**config.mk**
```make
export PLATFORM = sky130hd
export DESIGN_NAME = cgp_engine
export DESIGN_NICKNAME = d
export VERILOG_FILES = /design/src/hw/cgp_ms_timer.v /design/src/hw/cgp_engine.v
export VERILOG_INCLUDE_DIRS = /design/src /design/src/hw
export SDC_FILE = /design/constraint.sdc
export NUM_CORES = 2
export LEC_CHECK = 0
export BUFFER_PORTS_ARGS = -buffer_cell sky130_fd_sc_hd__buf_4
export CAP_MARGIN = 20
export CORE_AREA = 4 4 354 356
export DETAILED_ROUTE_END_ITERATION = 6
export DIE_AREA = 0 0 358 360
export HOLD_SLACK_MARGIN = 0.05
export PLACE_DENSITY = 0.58
export SLEW_MARGIN = 30
export SYNTH_ARGS = -nofsm -noshare
export SYNTH_HDL_FRONTEND = slang
export SYNTH_SLANG_ARGS = --single-unit
```
**constraint.sdc**
```tcl
create_clock -name ref_clk -period 3.7 [get_ports ref_clk]
set_input_delay 0.185 -clock ref_clk [delete_from_list [all_inputs] [get_ports ref_clk]]
set_output_delay 0.185 -clock ref_clk [all_outputs]
set_load 0.05 [all_outputs]
```
**src/hw/cgp_map.vh**
```
`ifndef CGP_MAP_VH
`define CGP_MAP_VH
// Frame identifiers and bases.
`define CGP_ID_GUARD 11'h700
`define CGP_ID_TPDO1 11'h180
`define CGP_ID_TPDO2 11'h280
`define CGP_ID_TPDO3 11'h380
`define CGP_ID_TPDO4 11'h480
`define CGP_ID_RPDO1 11'h200
`define CGP_ID_RPDO2 11'h300
`define CGP_ID_RPDO3 11'h400
`define CGP_ID_RPDO4 11'h500
// Network states carried in bits 6..0 of the guarding byte.
`define CGP_NMT_STOPPED 7'h04
`define CGP_NMT_OPER 7'h05
`define CGP_NMT_PREOP 7'h7f
`define CGP_TOGGLE_BIT 7
`define CGP_BOOT_BYTE 8'h00
`define CGP_HB_BYTE 8'h05
// Transmission types.
`define CGP_TT_SYNC_ACYC 8'h00
`define CGP_TT_SYNC_MAX 8'hf0
`define CGP_TT_EVT_MFR 8'hfe
`define CGP_TT_EVT_PROF 8'hff
// Timing: 1 ms tick at 20 MHz.
`define CGP_CLK_HZ 20000000
`define CGP_TICK_MS 1
`define CGP_TICK_CYC (`CGP_CLK_HZ / 1000 * `CGP_TICK_MS)
// Status indicator flash half-period in ms.
`define CGP_FLASH_MS 16'h00fa
`endif

```
**src/hw/cgp_ms_timer.v**
```verilog
`timescale 1ns/100ps
`include "cgp_map.vh"
// Millisecond interval timer: pulses done every period ms while enabled.
module cgp_ms_timer #(
  parameter TICK_CYC = `CGP_TICK_CYC
) (
  // Clock and reset.
  input wire ref_clk,
  input wire rst_n,
  // Control.
  input wire tick,
  input wire restart,
  input wire [15:0] period,
  // Status.
  output reg done
);
  reg [15:0] count;
  always @(posedge ref_clk or negedge rst_n) begin
    if (!rst_n) begin
      count <= 16'h0000;
      done <= 1'b0;
    end else begin
      done <= 1'b0;
      if (restart || period == 16'h0000) begin
        count <= 16'h0000;
      end else if (tick) begin
        if (count + 16'h0001 >= period) begin
          count <= 16'h0000;
          done <= 1'b1;
        end else begin
          count <= count + 16'h0001;
        end
      end
    end
  end
endmodule

```
**src/hw/cgp_engine.v**
```verilog
// Behaviour
// - Each guarding query is answered with one byte on 700h+N holding state.
// - Bit 7 of the guarding reply inverts from one query to the next.
// - The guarding reply goes out well inside the node guarding time.
// - At start-up one bootup frame, length one, data 0, on 700h+N.
// - With producer heartbeat set, send 05h on 700h+N periodically, toggle 0.
// - With consumer heartbeat set, a guarding message must arrive each period.
// - Four transmit and four receive process objects of eight bytes each.
// - Object identifiers are 11 bits, default from type and node, overridable.
// - Transmit objects use 181h.., 281h.., 381h.., 481h.. carrying bytes 1-32.
// - Receive objects use 201h.., 301h.., 401h.., 501h.. delivering bytes 1-32.
// - Type 255 sends an object whenever one of its bytes changes.
// - Type 0 sends a changed object at the next sync command.
// - Type n from 1 to 240 sends once every n sync commands.
// - Type 254 or 255 with event timer N above zero sends every N ms.
// - A zero-length remote frame on a transmit identifier sends that object.
// - No process objects are sent unless the state is operational.
// - Receive objects are type 255 and are forwarded at once on reception.
// - Process objects are never acknowledged by either party.
// - Status indicator flashes red/green until the first process data exchange.
// - Process data may also be read and written by service access.
`timescale 1ns/100ps
`include "cgp_map.vh"
module cgp_engine (
  // Clock and reset.
  input wire ref_clk,
  input wire rst_n,
  // Configuration.
  input wire [6:0] node_id,
  input wire [6:0] nmt_state,
  input wire [15:0] prod_hb_ms,
  input wire [15:0] cons_hb_ms,
  input wire [31:0] tx_type,
  input wire [63:0] tx_event_ms,
  input wire [43:0] tx_cob_id,
  input wire [3:0] tx_cob_ovr,
  input wire [43:0] rx_cob_id,
  input wire [3:0] rx_cob_ovr,
  input wire config_changed,
  // Received frames from the CAN controller.
  input wire rx_valid,
  input wire [10:0] rx_id,
  input wire rx_rtr,
  input wire [3:0] rx_dlc,
  input wire [63:0] rx_data,
  input wire sync_rx,
  // Process data from and to the controller module.
  input wire [255:0] telegram_bytes,
  output reg [255:0] rx_telegram_bytes,
  output reg [3:0] rx_pdo_strobe,
  // Service access to process data.
  input wire svc_access,
  // Transmit frames to the CAN controller.
  output reg tx_valid,
  output reg [10:0] tx_id,
  output reg [3:0] tx_dlc,
  output reg [63:0] tx_data,
  input wire tx_ready,
  // Status.
  output reg hb_error,
  output reg module_status_led_red,
  output reg module_status_led_green
);
  localparam ST_BOOT = 2'b00;
  localparam ST_IDLE = 2'b01;
  localparam ST_SEND = 2'b10;
  reg [1:0] state;
  reg toggle;
  reg guard_pend;
  reg hb_pend;
  reg [3:0] pdo_pend;
  reg [255:0] last_sent;
  reg [31:0] sync_cnt;
  reg [15:0] tick_cnt;
  reg tick;
  reg exchanged;
  reg [15:0] flash_cnt;
  reg [1:0] cur_pdo;
  wire hb_done;
  wire cons_done;
  wire [3:0] evt_done;
  wire guard_id_hit;
  wire oper;
  wire [3:0] tx_rtr_hit;
  wire [3:0] rx_hit;
  wire [3:0] changed;

  assign guard_id_hit = rx_valid && rx_id == (`CGP_ID_GUARD + {4'h0, node_id});
  assign oper = nmt_state == `CGP_NMT_OPER;

  ////////////////////////////////////////////////////////////////////////////
  // Millisecond tick and interval timers.
  always @(posedge ref_clk or negedge rst_n) begin
    if (!rst_n) begin
      tick_cnt <= 16'h0000;
      tick <= 1'b0;
    end else begin
      tick <= 1'b0;
      if (tick_cnt == `CGP_TICK_CYC - 1) begin
        tick_cnt <= 16'h0000;
        tick <= 1'b1;
      end else begin
        tick_cnt <= tick_cnt + 16'h0001;
      end
    end
  end

  cgp_ms_timer u_hb_timer (
    .ref_clk(ref_clk),
    .rst_n(rst_n),
    .tick(tick),
    .restart(1'b0),
    .period(prod_hb_ms),
    .done(hb_done)
  );

  cgp_ms_timer u_cons_timer (
    .ref_clk(ref_clk),
    .rst_n(rst_n),
    .tick(tick),
    .restart(guard_id_hit && rx_rtr),
    .period(cons_hb_ms),
    .done(cons_done)
  );

  ////////////////////////////////////////////////////////////////////////////
  // Per-object trigger logic.
  genvar g;
  generate
    for (g = 0; g < 4; g = g + 1) begin : g_pdo
      wire [7:0] ttype = tx_type[8*g+7:8*g];
      localparam [10:0] TX_BASE = `CGP_ID_TPDO1 + 11'h100 * g;
      localparam [10:0] RX_BASE = `CGP_ID_RPDO1 + 11'h100 * g;
      wire [10:0] tx_def = TX_BASE + {4'h0, node_id};
      wire [10:0] rx_def = RX_BASE + {4'h0, node_id};
      wire [10:0] tx_cob = tx_cob_ovr[g] ? tx_cob_id[11*g+10:11*g] : tx_def;
      wire [10:0] rx_cob = rx_cob_ovr[g] ? rx_cob_id[11*g+10:11*g] : rx_def;
      wire evt_type = ttype == `CGP_TT_EVT_MFR || ttype == `CGP_TT_EVT_PROF;
      assign changed[g] = telegram_bytes[64*g+63:64*g]
                          != last_sent[64*g+63:64*g];
      assign tx_rtr_hit[g] = rx_valid && rx_rtr && rx_dlc == 4'h0
                             && rx_id == tx_cob;
      assign rx_hit[g] = rx_valid && !rx_rtr && rx_id == rx_cob;
      cgp_ms_timer u_evt (
        .ref_clk(ref_clk),
        .rst_n(rst_n),
        .tick(tick),
        .restart(!evt_type),
        .period(tx_event_ms[16*g+15:16*g]),
        .done(evt_done[g])
      );
      always @(posedge ref_clk or negedge rst_n) begin
        if (!rst_n) begin
          sync_cnt[8*g+7:8*g] <= 8'h00;
        end else begin
          if (sync_rx && ttype >= 8'h01 && ttype <= `CGP_TT_SYNC_MAX) begin
            if (sync_cnt[8*g+7:8*g] + 8'h01 >= ttype) begin
              sync_cnt[8*g+7:8*g] <= 8'h00;
            end else begin
              sync_cnt[8*g+7:8*g] <= sync_cnt[8*g+7:8*g] + 8'h01;
            end
          end
        end
      end
      always @(posedge ref_clk or negedge rst_n) begin
        if (!rst_n) begin
          pdo_pend[g] <= 1'b0;
          rx_telegram_bytes[64*g+63:64*g] <= 64'h0000_0000_0000_0000;
          rx_pdo_strobe[g] <= 1'b0;
        end else begin
          rx_pdo_strobe[g] <= rx_hit[g];
          if (rx_hit[g]) begin
            rx_telegram_bytes[64*g+63:64*g] <= rx_data;
          end
          if (!oper) begin
            pdo_pend[g] <= 1'b0;
          end else if ((ttype == `CGP_TT_EVT_PROF && changed[g])
              // A changed object differs from its last sent copy until it
              // goes out, so no separate change latch can go stale.
              || (ttype == `CGP_TT_SYNC_ACYC && sync_rx
                  && changed[g])
              || (sync_rx && ttype >= 8'h01 && ttype <= `CGP_TT_SYNC_MAX
                  && sync_cnt[8*g+7:8*g] + 8'h01 >= ttype)
              || (evt_type && evt_done[g])
              || tx_rtr_hit[g]) begin
            pdo_pend[g] <= 1'b1;
          end else if (state == ST_SEND && tx_ready && tx_valid
                       && cur_pdo == g && tx_dlc == 4'h8) begin
            pdo_pend[g] <= 1'b0;
          end
        end
      end
    end
  endgenerate

  ////////////////////////////////////////////////////////////////////////////
  // Frame scheduler: guarding and heartbeat before process data.
  reg [1:0] next_pdo;
  integer i;
  always @* begin
    next_pdo = 2'b00;
    for (i = 3; i >= 0; i = i - 1) begin
      if (pdo_pend[i]) begin
        next_pdo = i[1:0];
      end
    end
  end

  always @(posedge ref_clk or negedge rst_n) begin
    if (!rst_n) begin
      state <= ST_BOOT;
      toggle <= 1'b0;
      guard_pend <= 1'b0;
      hb_pend <= 1'b0;
      tx_valid <= 1'b0;
      tx_id <= 11'h000;
      tx_dlc <= 4'h0;
      tx_data <= 64'h0000_0000_0000_0000;
      cur_pdo <= 2'b00;
      last_sent <= {256{1'b0}};
    end else begin
      case (state)
        ST_BOOT: begin
          tx_valid <= 1'b1;
          tx_id <= `CGP_ID_GUARD + {4'h0, node_id};
          tx_dlc <= 4'h1;
          tx_data <= {56'h0, `CGP_BOOT_BYTE};
          state <= ST_SEND;
        end
        ST_IDLE: begin
          if (guard_pend) begin
            tx_valid <= 1'b1;
            tx_id <= `CGP_ID_GUARD + {4'h0, node_id};
            tx_dlc <= 4'h1;
            tx_data <= {56'h0, toggle, nmt_state};
            toggle <= ~toggle;
            guard_pend <= 1'b0;
            state <= ST_SEND;
          end else if (hb_pend) begin
            tx_valid <= 1'b1;
            tx_id <= `CGP_ID_GUARD + {4'h0, node_id};
            tx_dlc <= 4'h1;
            tx_data <= {56'h0, `CGP_HB_BYTE};
            hb_pend <= 1'b0;
            state <= ST_SEND;
          end else if (pdo_pend != 4'h0 && oper) begin
            tx_valid <= 1'b1;
            cur_pdo <= next_pdo;
            tx_id <= g_sel_id(next_pdo);
            tx_dlc <= 4'h8;
            tx_data <= telegram_bytes[64*next_pdo +: 64];
            last_sent[64*next_pdo +: 64] <= telegram_bytes[64*next_pdo +: 64];
            state <= ST_SEND;
          end
        end
        ST_SEND: begin
          // No acknowledge is awaited after process objects go out.
          if (tx_ready) begin
            tx_valid <= 1'b0;
            state <= ST_IDLE;
          end
        end
        default: begin
          state <= ST_IDLE;
        end
      endcase
      // Requests are set after the launch so a query that lands in the
      // launch cycle of its predecessor is not lost.
      if (guard_id_hit && rx_rtr && rx_dlc == 4'h0) begin
        guard_pend <= 1'b1;
      end
      if (hb_done) begin
        hb_pend <= 1'b1;
      end
    end
  end

  function [10:0] g_sel_id;
    input [1:0] idx;
    begin
      if (tx_cob_ovr[idx]) begin
        g_sel_id = tx_cob_id[11*idx +: 11];
      end else begin
        g_sel_id = `CGP_ID_TPDO1 + {idx, 8'h00} + {4'h0, node_id};
      end
    end
  endfunction

  ////////////////////////////////////////////////////////////////////////////
  // Heartbeat consumer error and module status indicator.
  always @(posedge ref_clk or negedge rst_n) begin
    if (!rst_n) begin
      hb_error <= 1'b0;
    end else begin
      if (cons_done) begin
        hb_error <= 1'b1;
      end else if (guard_id_hit && rx_rtr) begin
        hb_error <= 1'b0;
      end
    end
  end

  always @(posedge ref_clk or negedge rst_n) begin
    if (!rst_n) begin
      exchanged <= 1'b0;
      flash_cnt <= 16'h0000;
      module_status_led_red <= 1'b1;
      module_status_led_green <= 1'b0;
    end else begin
      if ((rx_hit != 4'h0) || svc_access
          || (state == ST_SEND && tx_ready && tx_dlc == 4'h8)) begin
        exchanged <= 1'b1;
      end else if (config_changed) begin
        exchanged <= 1'b0;
      end
      if (!exchanged) begin
        if (tick) begin
          if (flash_cnt + 16'h0001 >= `CGP_FLASH_MS) begin
            flash_cnt <= 16'h0000;
            module_status_led_red <= ~module_status_led_red;
            module_status_led_green <= module_status_led_red;
          end else begin
            flash_cnt <= flash_cnt + 16'h0001;
          end
        end
      end else begin
        module_status_led_red <= 1'b0;
        module_status_led_green <= 1'b1;
      end
    end
  end
endmodule

```
### Word level (Yosys, flattened, before mapping)

Cells that the tools add are included.

| storage, ports and cells | value |
|---|---|
| output and inout port bits | 343 |
| input port bits | 581 |
| register bits | 778 |
| word-level logic and storage cells | 366 |

| cells by class | value |
|---|---|
| add/sub/neg operators | 24 |
| eq/ne operators | 36 |
| mux-type cells | 108 |
| order comparisons | 20 |
| reductions and logical operators | 123 |
| bitwise logic cells | 5 |
| shift operators | 4 |
| multipliers | 1 |

Operator list:

| operator | count |
|---|---|
| $mux W16 | 20 |
| $bwmux W256 | 1 |
| $ne A64 B64 Y1 | 4 |
| $shift A64 B34 Y256 const A | 1 |
| $shiftx A256 B9 Y64 | 1 |
| $shiftx A64 B34 Y256 | 1 |
| $mux W64 | 3 |
| $mux W11 | 12 |
| $add A16 B1 Y16 const B | 8 |
| $pmux W64 S2 | 1 |
| $eq A11 B11 Y1 | 9 |
| $ge A16 B16 Y1 | 6 |
| $logic_not A16 Y1 | 6 |
| $eq A8 B8 Y1 const B | 8 |
| $logic_and A1 B1 Y1 | 54 |
| $mux W1 | 51 |
| $add A10 B7 Y11 const A | 4 |
| $shiftx A44 B7 Y11 | 1 |
| $neg A8 Y34 | 1 |
| $add A11 B7 Y11 const A | 3 |
| $add A8 B1 Y8 const B | 4 |
| $ge A8 B1 Y1 const B | 4 |
| $ge A8 B8 Y1 | 4 |
| $le A8 B8 Y1 const B | 4 |
| other kinds (36) | 110 |

### Logic depth before layout (Yosys ltp)

| logic depth | value |
|---|---|
| word-level depth | 11 |
| depth in mapped cells | 16 |

### Cells and area by module

Synthesis repeated with hierarchy kept, for this count alone.

| second synthesis, totals | value |
|---|---|
| cells, all modules | 3649 |
| area total of the unflattened synthesis | 42188.0 um^2 |

Modules (own cells, without submodules):

| module | area each (um^2) | cells each | instances |
|---|---|---|---|
| cgp_engine | 33689.8 | 2677 | 1 |
| cgp_ms_timer | 1416.4 | 162 | 6 |

### Worst setup path after synthesis

Ideal clock, no wire load.

| timing path | value |
|---|---|
| kind | register to register |
| start | register g_pdo[3].u_evt.count[0] |
| end | register g_pdo[3].u_evt.count[11] |
| cell stages (with the launch flop) | 17 |
| required time | 3634 ps |
| data arrival time | 3335 ps |
| path buffers | 1 |
| clock period less this slack | 3401 ps |
| path slack | 299 ps |
| cell sequence | dfrtp_1 -> ha_1 -> nand3_1 -> or2_2 -> nor2_1 -> nand3_1 -> and2_1 -> or2_2 -> ha_1 -> o21a_1 -> o21a_1 -> o21ai_0 -> a21oi_1 -> a211oi_2 -> clkbuf_1 -> o21ai_0 -> nand2_1 |

| on the way | value |
|---|---|
| cells in the longest elaborated chain, start to end | 5 |

RTL lines:

| element | RTL line | text |
|---|---|---|
| start, declared | cgp_ms_timer.v:17 | `reg [15:0] count;` |
| start signal, assigned | cgp_ms_timer.v:31 | `count <= count + 16'h0001;` |
| $add A16 B1 Y16 (*) | cgp_ms_timer.v:27, cgp_ms_timer.v:31 |  |
| $ge A16 B16 Y1 | cgp_ms_timer.v:27 | `if (count + 16'h0001 >= period) begin` |
| $mux W16 (*) | cgp_ms_timer.v:27 |  |
| $mux W16 (*) | cgp_ms_timer.v:26 | `end else if (tick) begin` |
| $mux W16 (*) | cgp_ms_timer.v:24 | `if (restart \|\| period == 16'h0000) begin` |

Every way passes the cells marked *; elsewhere a longest branch is shown, timed or not. The select of a mux whose other input is x is not followed.
A chain may end at the register's enable or synchronous reset.

### Worst setup path in the final report

| timing path | value |
|---|---|
| start | register u_hb_timer.count[0] |
| end | register u_hb_timer.count[13] |

| on the way | value |
|---|---|
| cells in the longest elaborated chain, start to end | 5 |

RTL lines:

| element | RTL line |
|---|---|
| start, declared | cgp_ms_timer.v:17 |
| start signal, assigned | cgp_ms_timer.v:31 |
| $add A16 B1 Y16 (*) | cgp_ms_timer.v:27, cgp_ms_timer.v:31 |
| $ge A16 B16 Y1 | cgp_ms_timer.v:27 |
| $mux W16 (*) | cgp_ms_timer.v:27 |
| $mux W16 (*) | cgp_ms_timer.v:26 |
| $mux W16 (*) | cgp_ms_timer.v:24 |

Marks and branches as above.

==> results.toml <==
[finish]
instances_no_fill = 6457
fillCellCount = 11485
mostFrequentLayoutCell = "buf_4"
final_area_mm2 = 0.0555
multiInputGateArea_mm2 = 0.0209
seqCellArea_mm2 = 0.0194
syn2layout_area_growth_pct = 33.2
layout_common_cells = "966 x buf_4, 774 x dfrtp_1, 365 x xnor2_1"
drive_above_1_share_pct = 30.8
nets = 5477

[sta]
maxSlewHeadroom_pct = 30.2
finalSetupViolCount = 0
drv_slew = 0
tightest_slew_ps = 1050
fin_crit_ps = 3460
hold_slack_ps = 97.2
hold_violations = 0
fin_skew_ps = 36.7
period_share_pct = 93.5
fmax_mhz = 289
layout_setup_ws_ps = 242

[drt]
drtIter0Drc = 3000
postRouteWirelength_mm = 175
avgRoutedWirePerCell_um = 27.1
viasPerCell = 5.50
dr.pass1.iters = 7
via_count = 35516
drc = 7
ant_nets = 0

[logic_synthesis]
synth_top_area_share_pct = 46.5
synth_area_mm2 = 0.0417
seq_area_frac_synth_pct = 46.6
avgSynthCellArea_um2 = 11.3
yosys_register_bits = 776
synth-edff-count = 0
ys_warn_count = 0
synthTopCellsByArea = "dfrtp_1 47%, xnor2_1 7.7%, a22o_1 7.6%"
syn_inst = 3677
postSynth.asyncResetShare_pct = 100
yosysTopAreaCell = "dfrtp_1"
synthFlopType = "dfrtp_1"
synth_cell_types = 73

[place]
dp_hpwl_mm = 134
placement.cell_area_mm2 = 0.0505
dp_cells = 6107
place_ws_ps = 164
portBuffers = 921
place.gp.congestion = 0.931

[flow_run]
cap_violations = 0

[cts]
h-tree-depth = 3
cts_made_buffers = 92
cts_tree = "yes"
clockBufferDepth = 3
path_clk_slew_ps = 60
clk_latency_ps = 660
clkSinkCount = 776
clock-root-buffer = "clkbuf_16"

[global_routing]
grtUsageMet3_pct = 7.36
grt_max_degree = 152
grt.met2_usage_pct = 41.5
gr-total-overflow = 0
top_usage_layer = "met2"
grt_first_pass_wirelength_mm = 250
grt_util_all_layers_pct = 26.3
grtUsageMet1_pct = 34.5
grt_pass1_vias = 35849
antenna_found_initial = 15

[floorplanning]
core_area_mm2 = 0.122
row_count = 128
die_w_um = 358
die-area_mm2 = 0.129
die_y_um = 360
pin_count = 924
start_util_pct = 34.2

[power_and_ir_drop]
power.leakage_uw = 0.0270
power_uw = 21600
vdd_drop_max_uv = 371
power_density_mw_per_mm2 = 390

[setup_path]
crit_family = "simple AND/OR/NAND/NOR gates"
start_kind = "register"
arrival_ps = 4050
r2r_cells = 15
crit_type = "register to register"
cp_max_fo = 8
crit_buf_inv = 0
crit_cells = 15
required_ps = 4290
slowest_stage = "dfrtp_2"
slowest_delay_ps = 400
endpoint_kind = "register"
crit_chain = "ha_2 > and3_1 > and3_2 > nand2_1 > nor2_1 > nor2b_1 > or2_2 > ha_1 > o21a_1 > o21ai_0 > nand2b_1 > a311o_1 > a21o_2 > or3_1 > nand3_1"

[run_status]
violations = "DRC"
outcome = "finished with violations"

[min_path]
whs_path_depth = 3
hold_path.class = "primary input to register"
[final cells by class]
class / instances / share of cell area [%]
multi-input combinational: 2555 / 37.6
sequential: 776 / 35.0
timing repair buffer: 1158 / 16.9
clock buffer: 131 / 4.81
tap: 1625 / 3.66
inverter: 167 / 1.13
clock inverter: 34 / 0.881
antenna: 11 / 0.0496
[repair_timing]
item / in CTS / in global routing
endpoints found under the setup margin: 0 / 15
resized for setup: 0 / 7
buffers inserted: 0 / 1
hold endpoints to repair: 975 / 0
hold buffers: 172 / 0
[stage by stage]
| stage | utilization, % | setup TNS [ps] |
|---|---|---|
| final | 45.6 | 0 |
| after global placement | 41.5 | 0 |
| after floorplan | - | 0 |
| after global routing | 45.6 | -4.97 |
| after detailed placement | 41.5 | 0 |
| after CTS | 45.5 | 0 |
[synth_stat cells (8+ instances only)]
cell type,number
ha_1,146
xor2_1,53
and3_1,35
nor3_1,31
mux2i_1,52
nor2b_1,30
nor4_1,68
o21ai_0,124
nor4b_1,8
or2_2,28
nor2_1,103
a22o_1,361
or3_1,25
nand2b_1,46
mux2_2,218
nand3_1,100
o21a_1,10
nand2_1,216
a22oi_1,11
buf_6,11
mux2_1,45
xnor2_1,365
clkbuf_1,107
and2_1,18
a221o_1,17
and4_1,8
buf_2,54
a21o_1,56
mux4_2,75
nand4b_1,8
dfrtp_1,775
a21oi_1,76
nand4_1,126
inv_1,164
o31ai_1,9
[kinds of logic after synthesis]
group | after synthesis | synth area share, %
AND/OR/NAND/NOR | 865 | 11.0
flip-flops | 776 | 46.6
AO/OA/AOI/OAI | 734 | 13.3
XOR/XNOR | 418 | 8.79
multiplexers | 390 | 12.4
buffers and inverters | 347 | 3.53
adder cells (fa/ha/maj) | 146 | 4.38
other | 1 | 0.00900
[layer usage]
metal  vias up  wire length (um)  part of all wire [%]
met2      1601             79600                    46
met4         8              6830                   3.9
met1     17928             71300                    41
li1      15670                 -                     -
met3       309             17000                   9.8
met5         -                48                 0.027
[final timing paths]
check,startpoint,endpoint,slack (ps)
setup reg to reg,u_hb_timer.count[0],u_hb_timer.count[13],240
setup / recovery,u_hb_timer.count[0],u_hb_timer.count[13],240
hold / removal,telegram_bytes[171],tx_data[43],100
min in group asynchronous,rst_n,rx_telegram_bytes[196],240
max in group asynchronous,rst_n,rx_telegram_bytes[112],2550
hold reg to reg,u_cons_timer.done,hb_error,440
[state kept, by name (all words and copies together), names as in the netlist, 4 cells and up]
name / flops
flash_cnt: 16
g_pdo.u_evt.count: 64
g_pdo.u_evt.done: 4
last_sent: 256
pdo_pend: 4
rx_pdo_strobe: 4
rx_telegram_bytes: 256
sync_cnt: 32
tick_cnt: 16
tx_data: 64
tx_id: 11
u_cons_timer.count: 16
u_hb_timer.count: 16
[worst min-delay path, cell delays in order]
cell,delay [ps]
buf_4,100
mux4_2,320
a22o_1,140
[power by group]
group	switching (uW)	internal, uW	total [uW]
logic	1990	1300	3280
clock network	3960	5560	9520
registers	179	8660	8840
total	6130	15500	21600
Note: power is estimated with default switching activity, not from simulation.
